===== src/fieb_pkg.sv =====
package fieb_pkg;

    // ==========================================================
    // Register offsets
    localparam logic [7:0] SLEEP_EXIT_OFS = 8'h19;
    localparam logic [7:0] SLEEP_ENTRY_OFS = 8'h1A;
    localparam logic [7:0] CONTROL_OFS = 8'h1B;
    localparam logic [7:0] SELFTEST_OFS = 8'h1C;
    localparam logic [7:0] VENDOR_OFS = 8'h1D;

    // ==========================================================
    // Writable bit masks; reserved bits hold zero and read as zero.
    localparam logic [7:0] CHANNEL_MASK = 8'h3F;
    localparam logic [7:0] CONTROL_MASK = 8'h17;
    localparam logic [7:0] SELFTEST_MASK = 8'h0B;
    localparam logic [7:0] VENDOR_MASK = 8'h8F;

    // ==========================================================
    // Field positions
    localparam int CTL_REG_CHECK_BIT = 4;
    localparam int CTL_OVER_TEMP_BIT = 2;
    localparam int CTL_LINK_PIN_BIT = 1;
    localparam int CTL_PACKET_CODE_BIT = 0;
    localparam int TST_OTP_CORRECT_BIT = 3;
    localparam int TST_SELFTEST_DONE_BIT = 1;
    localparam int TST_SELFTEST_FAULT_BIT = 0;
    localparam int VND_WRITE_READBACK_BIT = 7;
    localparam int VND_VOTING_FAIL_BIT = 3;
    localparam int VND_CONVERTER_FAIL_BIT = 2;
    localparam int VND_CONSEC_WRITE_BIT = 1;
    localparam int VND_STATE_FAIL_BIT = 0;

    // ==========================================================
    // Values after reset, before the configuration memory is loaded
    localparam logic [7:0] ENABLE_RESET = 8'h00;
    localparam logic [1:0] RESET_SYNC_INIT = 2'h0;

    // ==========================================================
    // Types
    typedef struct packed {
        logic [7:0] sleepExit;
        logic [7:0] sleepEntry;
        logic [7:0] control;
        logic [7:0] selftest;
        logic [7:0] vendor;
    } fieb_bank_t;

    localparam fieb_bank_t BANK_RESET = '{
        sleepExit: 8'h00,
        sleepEntry: 8'h00,
        control: 8'h00,
        selftest: 8'h00,
        vendor: 8'h00
    };

    typedef enum logic [1:0] {
        FIEB_LOADING = 2'b01,
        FIEB_READY = 2'b10
    } fieb_state_t;

endpackage


===== src/fieb_top.sv =====
`timescale 1ns/1ps
`default_nettype none

module fieb_top (
    // Clock and reset
    input wire logic ref_clk,
    input wire logic nrst,
    // Configuration memory load
    input wire logic otpLoadValid,
    input wire fieb_pkg::fieb_bank_t otpImage,
    // Protection group
    input wire logic enableGroupLocked,
    // Register port from the serial front end
    input wire logic [7:0] regAddr,
    input wire logic regWrEn,
    input wire logic [7:0] regWrData,
    input wire logic regRdEn,
    output logic [7:0] regRdData,
    output logic regRdValid,
    output logic regWrRefused,
    // Latched fault flags and direct self-test failure
    input wire fieb_pkg::fieb_bank_t faultFlags,
    input wire logic logicSelftestFail,
    // Enables and interrupt status
    output fieb_pkg::fieb_bank_t irqEnables,
    output logic [4:0] irqPending,
    output logic bankReady,
    output logic faultIrqN
);

    // ==========================================================
    // Reset release
    logic [1:0] rstSync;
    logic rstN;

    always_ff @(posedge ref_clk or negedge nrst) begin
        if (!nrst) begin
            rstSync <= fieb_pkg::RESET_SYNC_INIT;
        end else begin
            rstSync <= {rstSync[0], 1'b1};
        end
    end

    assign rstN = rstSync[1];

    // ==========================================================
    // Load sequencing
    fieb_pkg::fieb_state_t state;
    fieb_pkg::fieb_state_t next_state;

    always_comb begin
        next_state = state;
        case (state)
            fieb_pkg::FIEB_LOADING: begin
                if (otpLoadValid) begin
                    next_state = fieb_pkg::FIEB_READY;
                end
            end
            fieb_pkg::FIEB_READY: begin
                next_state = fieb_pkg::FIEB_READY;
            end
            default: begin
                next_state = fieb_pkg::FIEB_LOADING;
            end
        endcase
    end

    always_ff @(posedge ref_clk or negedge rstN) begin
        if (!rstN) begin
            state <= fieb_pkg::FIEB_LOADING;
        end else begin
            state <= next_state;
        end
    end

    // ==========================================================
    // Enable registers
    // Host writes are refused until the load so that a write cannot be overwritten
    // by the power-on image a few cycles later.
    fieb_pkg::fieb_bank_t bank;
    fieb_pkg::fieb_bank_t next_bank;
    logic hostWrite;
    logic next_regWrRefused;

    assign hostWrite = regWrEn && (state == fieb_pkg::FIEB_READY) && !enableGroupLocked;

    always_comb begin
        next_bank = bank;
        next_regWrRefused = 1'b0;
        if (state == fieb_pkg::FIEB_LOADING) begin
            if (otpLoadValid) begin
                next_bank.sleepExit = otpImage.sleepExit & fieb_pkg::CHANNEL_MASK;
                next_bank.sleepEntry = otpImage.sleepEntry & fieb_pkg::CHANNEL_MASK;
                next_bank.control = otpImage.control & fieb_pkg::CONTROL_MASK;
                next_bank.selftest = otpImage.selftest & fieb_pkg::SELFTEST_MASK;
                next_bank.vendor = otpImage.vendor & fieb_pkg::VENDOR_MASK;
            end
            next_regWrRefused = regWrEn;
        end else if (hostWrite) begin
            case (regAddr)
                fieb_pkg::SLEEP_EXIT_OFS: begin
                    next_bank.sleepExit = regWrData & fieb_pkg::CHANNEL_MASK;
                end
                fieb_pkg::SLEEP_ENTRY_OFS: begin
                    next_bank.sleepEntry = regWrData & fieb_pkg::CHANNEL_MASK;
                end
                fieb_pkg::CONTROL_OFS: begin
                    next_bank.control = regWrData & fieb_pkg::CONTROL_MASK;
                end
                fieb_pkg::SELFTEST_OFS: begin
                    next_bank.selftest = regWrData & fieb_pkg::SELFTEST_MASK;
                end
                fieb_pkg::VENDOR_OFS: begin
                    next_bank.vendor = regWrData & fieb_pkg::VENDOR_MASK;
                end
                default: begin
                    next_bank = bank;
                end
            endcase
        end else if (regWrEn) begin
            next_regWrRefused = 1'b1;
        end
    end

    always_ff @(posedge ref_clk or negedge rstN) begin
        if (!rstN) begin
            bank <= fieb_pkg::BANK_RESET;
            regWrRefused <= 1'b0;
        end else begin
            bank <= next_bank;
            regWrRefused <= next_regWrRefused;
        end
    end

    // ==========================================================
    // Read path
    logic [7:0] next_regRdData;
    logic next_regRdValid;

    always_comb begin
        next_regRdValid = regRdEn;
        next_regRdData = fieb_pkg::ENABLE_RESET;
        if (regRdEn) begin
            case (regAddr)
                fieb_pkg::SLEEP_EXIT_OFS: begin
                    next_regRdData = bank.sleepExit;
                end
                fieb_pkg::SLEEP_ENTRY_OFS: begin
                    next_regRdData = bank.sleepEntry;
                end
                fieb_pkg::CONTROL_OFS: begin
                    next_regRdData = bank.control;
                end
                fieb_pkg::SELFTEST_OFS: begin
                    next_regRdData = bank.selftest;
                end
                fieb_pkg::VENDOR_OFS: begin
                    next_regRdData = bank.vendor;
                end
                default: begin
                    next_regRdData = fieb_pkg::ENABLE_RESET;
                end
            endcase
        end
    end

    always_ff @(posedge ref_clk or negedge rstN) begin
        if (!rstN) begin
            regRdData <= fieb_pkg::ENABLE_RESET;
            regRdValid <= 1'b0;
        end else begin
            regRdData <= next_regRdData;
            regRdValid <= next_regRdValid;
        end
    end

    // ==========================================================
    // Interrupt gating
    // Flags are only read here, never written, so an enable change cannot
    // disturb them; clearing stays with the flag registers.
    logic seqExitHit;
    logic seqEntryHit;
    logic controlHit;
    logic selftestHit;
    logic vendorHit;
    logic [4:0] next_irqPending;
    logic next_faultIrqN;

    always_comb begin
        seqExitHit = |(faultFlags.sleepExit & bank.sleepExit & fieb_pkg::CHANNEL_MASK);
        seqEntryHit = |(faultFlags.sleepEntry & bank.sleepEntry & fieb_pkg::CHANNEL_MASK);
        controlHit = 1'b0;
        controlHit = controlHit
            | (faultFlags.control[fieb_pkg::CTL_REG_CHECK_BIT]
               & bank.control[fieb_pkg::CTL_REG_CHECK_BIT]);
        controlHit = controlHit
            | (faultFlags.control[fieb_pkg::CTL_OVER_TEMP_BIT]
               & bank.control[fieb_pkg::CTL_OVER_TEMP_BIT]);
        controlHit = controlHit
            | (faultFlags.control[fieb_pkg::CTL_LINK_PIN_BIT]
               & bank.control[fieb_pkg::CTL_LINK_PIN_BIT]);
        controlHit = controlHit
            | (faultFlags.control[fieb_pkg::CTL_PACKET_CODE_BIT]
               & bank.control[fieb_pkg::CTL_PACKET_CODE_BIT]);
        selftestHit = 1'b0;
        selftestHit = selftestHit
            | (faultFlags.selftest[fieb_pkg::TST_OTP_CORRECT_BIT]
               & bank.selftest[fieb_pkg::TST_OTP_CORRECT_BIT]);
        selftestHit = selftestHit
            | (faultFlags.selftest[fieb_pkg::TST_SELFTEST_DONE_BIT]
               & bank.selftest[fieb_pkg::TST_SELFTEST_DONE_BIT]);
        selftestHit = selftestHit
            | (faultFlags.selftest[fieb_pkg::TST_SELFTEST_FAULT_BIT]
               & bank.selftest[fieb_pkg::TST_SELFTEST_FAULT_BIT]);
        vendorHit = 1'b0;
        vendorHit = vendorHit
            | (faultFlags.vendor[fieb_pkg::VND_WRITE_READBACK_BIT]
               & bank.vendor[fieb_pkg::VND_WRITE_READBACK_BIT]);
        vendorHit = vendorHit
            | (faultFlags.vendor[fieb_pkg::VND_VOTING_FAIL_BIT]
               & bank.vendor[fieb_pkg::VND_VOTING_FAIL_BIT]);
        vendorHit = vendorHit
            | (faultFlags.vendor[fieb_pkg::VND_CONVERTER_FAIL_BIT]
               & bank.vendor[fieb_pkg::VND_CONVERTER_FAIL_BIT])
            | (faultFlags.vendor[fieb_pkg::VND_CONSEC_WRITE_BIT]
               & bank.vendor[fieb_pkg::VND_CONSEC_WRITE_BIT])
            | (faultFlags.vendor[fieb_pkg::VND_STATE_FAIL_BIT]
               & bank.vendor[fieb_pkg::VND_STATE_FAIL_BIT]);
        next_irqPending = {vendorHit, selftestHit, controlHit, seqEntryHit, seqExitHit};
        next_faultIrqN = !((|next_irqPending) || logicSelftestFail);
    end

    always_ff @(posedge ref_clk or negedge rstN) begin
        if (!rstN) begin
            irqPending <= 5'h00;
            faultIrqN <= 1'b1;
        end else begin
            irqPending <= next_irqPending;
            faultIrqN <= next_faultIrqN;
        end
    end

    // ==========================================================
    // Status outputs
    fieb_pkg::fieb_bank_t next_irqEnables;
    logic next_bankReady;

    always_comb begin
        next_irqEnables = next_bank;
        next_bankReady = (next_state == fieb_pkg::FIEB_READY);
    end

    always_ff @(posedge ref_clk or negedge rstN) begin
        if (!rstN) begin
            irqEnables <= fieb_pkg::BANK_RESET;
            bankReady <= 1'b0;
        end else begin
            irqEnables <= next_irqEnables;
            bankReady <= next_bankReady;
        end
    end

endmodule // fieb_top

`default_nettype wire


===== config.mk =====
export PLATFORM = sky130hd
export DESIGN_NAME = fieb_top
export DESIGN_NICKNAME = d
export VERILOG_FILES = /design/src/fieb_pkg.sv /design/src/fieb_top.sv
export SDC_FILE = /design/constraint.sdc
export NUM_CORES = 1
export LEC_CHECK = 0
export BUFFER_PORTS_ARGS = -buffer_cell sky130_fd_sc_hd__buf_2
export CORE_MARGIN = 2
export CORE_UTILIZATION = 42
export DETAILED_ROUTE_END_ITERATION = 10
export GPL_ROUTABILITY_DRIVEN = 0
export GPL_TIMING_DRIVEN = 0
export HOLD_SLACK_MARGIN = 0.08
export PLACE_DENSITY = 0.9
export SLEW_MARGIN = 30
export SYNTH_ARGS = -nofsm -noshare
export SYNTH_HDL_FRONTEND = slang
export SYNTH_SLANG_ARGS = --single-unit

===== constraint.sdc =====
create_clock -name ref_clk -period 1.7 [get_ports ref_clk]
set_input_delay 0.085 -clock ref_clk [delete_from_list [all_inputs] [get_ports ref_clk]]
set_output_delay 0.085 -clock ref_clk [all_outputs]
set_load 0.05 [all_outputs]

; ---- Yosys cells after proc, flatten, opt, wreduce, memory -nomap -nowiden
; Cells that the tools add are included.
[classes]
n_eq_ne = 9
mux = 15
bitwise_logic = 23
n_reduce_logical = 19
[op_table]
columns = op, n
row1 = two-way mux 40 bit, 3
row2 = two-way mux 8 bit, 6
row3 = equality test 8 x 5 -> 1 bit (second input constant), 5
row4 = one-hot mux 8 bit (5 select lines), 1
row5 = AND reduction 3 bit, 5
row6 = OR reduction 15 bit, 1
row7 = bitwise AND 1 bit, 12
row8 = bitwise AND 6 bit, 2
row9 = nonzero test 2 bit, 6
row10 = OR reduction 6 bit, 2
row11 = bitwise OR 1 bit, 9
row12 = equality test 2 bit (second input constant), 2
row13 = one-hot mux 2 bit (2 select lines), 1
row14 = two-way mux 1 bit, 3
row15 = equality test 2 x 1 -> 1 bit (second input constant), 1
row16 = logical AND 1 bit, 2
row17 = zero test 1 bit, 2
row18 = two-way mux 2 bit, 1
row19 = != test 2 bit (second input constant), 1
row20 = logical OR 1 bit, 1
[totals]
reg_bits = 61
inputBits = 103

; ---- Longest topological paths before layout
[depth]
depth_word = 8
mapped_depth = 8
depth_no_buf = 6

; ---- Worst setup path before layout
; Ideal clock, no wire load.
[synth_timing]
kind = reg-to-reg
from = reg state[0]
to = reg irqEnables[0] (netlist bit)
setup_time_ns = 0.125
arrival_time_ns = 1.759
slack_ns = -0.184
stages_incl_launch_ff = 7
period_less_slack_ns = 1.884
cell_sequence = dfstp_2 inv_1 ha_1 nor3b_4 a22oi_4 o21ba_4 mux2_4
[synth_via]
elab_chain_len = 5
elab_cells_between_ends = 9
cone_classes = 3 x eq/ne / 1 x mux / 5 x reduce/logical
[synth_rtl]
columns = item, line_no
row1 = start: declaration, fieb_top.sv:48  ; fieb_pkg::fieb_state_t state;
row2 = start signal: assignment, fieb_top.sv:70  ; state <= fieb_pkg::FIEB_LOADING;
row3 = start signal: assignment, fieb_top.sv:72  ; state <= next_state;
row4 = equality test 2 bit, fieb_top.sv:85  ; assign hostWrite = regWrEn && (state == fieb_pkg::FIEB_READY) && !enableGroupLocked;
row5 = logical AND 1 bit (2 in series), fieb_top.sv:85
row6 = nonzero test 2 bit (no line), -
row7 = AND reduction 3 bit (no line), -
row8 = end signal: assignment, fieb_top.sv:255  ; irqEnables <= fieb_pkg::BANK_RESET;
row9 = end signal: assignment, fieb_top.sv:258  ; irqEnables <= next_irqEnables;
row10 = end: declaration, fieb_top.sv:25  ; output fieb_pkg::fieb_bank_t irqEnables,
; Several ways; a longest one is shown, not always the timed one.
; A chain may end at the register's enable or synchronous reset.

; ---- Final worst setup path
[layout_timing]
from = reg state[1]
to = reg irqEnables[32] (netlist bit)
; Same word-level chain as after synthesis.

==> flow_metrics.env <==
export IMPL_result_of_the_run="finished, violations left"
export IMPL_failed_checks="setup timing"
export IMPL_power_per_cell_area_nw_per_um2=1767
export IMPL_synth_cells_most_frequent="nand2_1, dfrtp_1, buf_4, mux2_2, a22oi_1"
export IMPL_unrepaired_setup_endpoints_after_global_routing="true"
export IMPL_ys_ff_latch=44
export IMPL_ir_drop_mv=0.9551
export IMPL_seqCellArea_sq_um=1105
export IMPL_cts_root_buffer_cell="clkbuf_8"
export IMPL_first_pass_iters=4
export IMPL_place_hpwl_microns=5426
export IMPL_port_buffers=107
export IMPL_finalHoldViolCount=0
export IMPL_grt_start_max_net_pins=24
export IMPL_total_switching_power_mw=3.141
export IMPL_global_route_wire_length_before_repair_microns=11390
export IMPL_r2r_slack_ns=-0.14
export IMPL_h_tree_depth=2
export IMPL_drv_cap=0
export IMPL_synth_area_leaders="dfrtp_1, mux2_2, nand2_1, buf_4, a22oi_1"
export IMPL_drt_first_iter_violations=130
export IMPL_most_repeated_cell_in_the_gate_level_netlist_after_synthesis="nand2_1"
export IMPL_sw_frac_of_total=0.4946
export IMPL_max_slew_margin_rel=0.6572
export IMPL_ys_warn_count=0
export IMPL_final_min_period_over_clock_period=1.084
export IMPL_power_combinational_fraction=0.601
export IMPL_clock_tree_from_tritoncts="done"
export IMPL_data_arrival_at_the_endpoint_of_the_critical_path_ns=2.02
export IMPL_cts_made_buffers=5
export IMPL_chipHeight_microns=80.49
export IMPL_yosysSeqAreaShare=0.4491
export IMPL_synth_main_ff_cell="dfrtp_1"
export IMPL_antennaDiodeCount=0
export IMPL_hold_slack_ns=0.09825
export IMPL_grt_remaining_overflow=0
export IMPL_cpMaxStageDelayCell="dfrtp_1"
export IMPL_syn_area_sq_um=2457
export IMPL_drt_wl_total_microns=7377
export IMPL_cellLeakagePower_nw=1.878
export IMPL_share_clk_of_total_power=0.105
export IMPL_finalNetCount=494
export IMPL_worst_path_cell_chain="buf_4 > ha_4 > nor3b_4 > a22oi_4 > buf_6 > nor2_4 > mux2_4"
export IMPL_ant_nets=0
export IMPL_layout_drive_gt1_share=0.4846
export IMPL_number_of_buffers_and_inverters_on_the_critical_path=2
export IMPL_post_synth_top_area_cell="dfrtp_1"
export IMPL_core_area_sq_um=5574
export IMPL_tritoncts_num_sinks=44
export IMPL_dpl_instance_area_sq_um=3228
export IMPL_worst_path_fanout_max=6
export IMPL_antenna_found_initial=0
export IMPL_finalWorstPathRequiredPeriod_ns=1.843
export IMPL_route_detailed_wl_per_inst_microns=15.97
export IMPL_synth_lib_cells_used_distinct=44
export IMPL_setup_ws_ns=-0.1426
export IMPL_drcViolationCount=0
export IMPL_die_area_sq_um=6479
export IMPL_critical_path_startpoint_type="flop"
export IMPL_postSynth_asyncResetShare=1.000
export IMPL_final_area_sq_um=3593
export IMPL_critical_path_max_stage_delay_ns=0.38
export IMPL_multi_input_area_sq_um=1300
export IMPL_timing_critical_path_max_delay_family="simple AND/OR/NAND/NOR gates"
export IMPL_hp_class="input pin to asynchronous set/reset pin"
export IMPL_synth_enable_flop_cells=0
export IMPL_area_delta_synth_final_pct=46.23
export IMPL_grt_total_usage=0.2316
export IMPL_row_count=27
export IMPL_via_count=2319
export IMPL_initial_core_util=0.4409
export IMPL_fillers=462
export IMPL_io_pins=160
export IMPL_part_of_the_power_in_registers=0.295
export IMPL_synth_largest_type_area_fraction=0.4277
export IMPL_timing_worst_slew_pin_value_ns=0.5142
export IMPL_mapped_cells=233
export IMPL_clkSlewWorstSetupHoldPaths_ns=0.08
export IMPL_clk_insertion_delay_late_ns=0.29
export IMPL_critPathKind="flop to flop"
export IMPL_clk_path_buf_depth=2
export IMPL_cellInternalPower_mw=3.210
export IMPL_setup_violations_final=24
export IMPL_syn_avg_cell_area_sq_um=10.55
export IMPL_viasPerCell=5.019
export IMPL_skew_ns=0.005262
export IMPL_fmax_mhz=542.7
export IMPL_die_width_microns=80.49
export IMPL_critPathRequiredTime_ns=1.88
export IMPL_setup_worst_path_end_class="flop"
export IMPL_grt_pass1_vias=2317
export IMPL_report_final_slew_viol_count=0
## layout make-up
class / instances / area share
buffer: 24 / 0.05084
clock buffer: 8 / 0.02507
inverter: 3 / 0.003134
multi-input combinational: 177 / 0.3618
sequential: 44 / 0.3075
tap: 72 / 0.02507
timing repair buffer: 134 / 0.2267
## worst paths after layout
path	start	endpoint	depth (start not counted)
worst min-delay path	nrst	rstSync[1]$_DFF_PN0_	2
worst max register to register	state[1]$_DFF_PN0_	irqEnables[32]$_DFFE_PN0P_	7
worst max-delay path	state[1]$_DFF_PN0_	irqEnables[32]$_DFFE_PN0P_	7
worst min register to register	rstSync[1]$_DFF_PN0_	irqEnables[18]$_DFFE_PN0P_	0
max in group asynchronous	rstSync[1]$_DFF_PN0_	state[0]$_DFF_PN1_	1
min in group ref_clk	enableGroupLocked	regWrRefused$_DFF_PN0_	3
## through the flow
step                      utilization  cells  setup WS (ns)  total power, mW  setup TNS [ns]
after floorplan                     -    249        -0.1053            4.450          -1.105
after global placement         0.5740    428        -0.2367            5.257          -4.632
after detailed placement       0.5791    429        -0.2904            5.350          -5.012
after CTS                      0.6435    462        -0.1513            6.314          -2.458
after global routing           0.6447    462        -0.2373            6.681          -4.390
final                          0.6447    462        -0.1426            6.351          -2.336
## flip-flops by register name (all words and copies together) (netlist names)
| signal | flops |
|---|---|
| rstSync | 2 |
| irqPending | 5 |
| state | 2 |
| regRdData | 7 |
| regWrRefused | 1 |
| irqEnables | 24 |
| regRdValid | 1 |
| faultIrqN | 1 |
| bankReady | 1 |
## power by group through the flow
stage,Sequential [mW],Combinational (mW),Clock [mW]
after floorplan,2.91,1.54,0
after global placement,1.86,3.40,0
after detailed placement,1.86,3.49,0
after CTS,1.85,3.79,0.681
after global routing,1.91,4.04,0.731
final,1.87,3.81,0.666
## worst register-to-register path: stages, from the launching register on
cell	delay (ns)
dfrtp_1	0.38
buf_4	0.13
ha_4	0.12
nor3b_4	0.24
a22oi_4	0.13
buf_6	0.15
nor2_4	0.26
mux2_4	0.33
## metal layers
layer | vias up | track usage | part of all wire
li1 | 1093 | - | -
met4 | 0 | 0.08475 | 0.025
met5 | - | 0 | 0
met3 | 20 | 0.05393 | 0.081
met2 | 121 | 0.3800 | 0.48
met1 | 1085 | 0.2974 | 0.42
## cells by family after synthesis
logic type | count (synthesis) | synth area share
AOI/OAI and AO/OA | 30 | 0.1049
buffers and inverters | 28 | 0.07688
and+or+nand+nor | 98 | 0.2174
DFF | 44 | 0.4491
muxes | 29 | 0.1385
other | 2 | 0.003056
adders and majority gates | 2 | 0.01018
## cells in the final DEF, fill, tap and decap left out, types with 3 or more instances in the layout
master,instances
a21oi_1,3
a22o_1,3
a22oi_1,12
buf_2,107
buf_4,24
buf_6,4
clkbuf_1,3
clkbuf_8,6
conb_1,18
dfrtp_1,41
dlygate4sd3_1,18
mux2_2,8
mux2_4,17
mux2i_1,4
nand2_1,51
nand2b_1,6
nand3_1,7
nand3b_1,3
nand4_1,4
nor2_1,6
nor2_4,3
nor2b_1,3
or3_1,4
## timing repair
| action | CTS | global route |
|---|---|---|
| gates resized for setup | 7 | 9 |
| cloned | 0 | 0 |
| hold buffers | 18 | 0 |
| buffers inserted | 9 | 1 |
| hold endpoints to repair | 15 | 0 |
| pin swaps | 6 | 6 |
| endpoints found under the setup margin | 25 | 27 |
No activity file was read; power rests on OpenSTA's default activity.
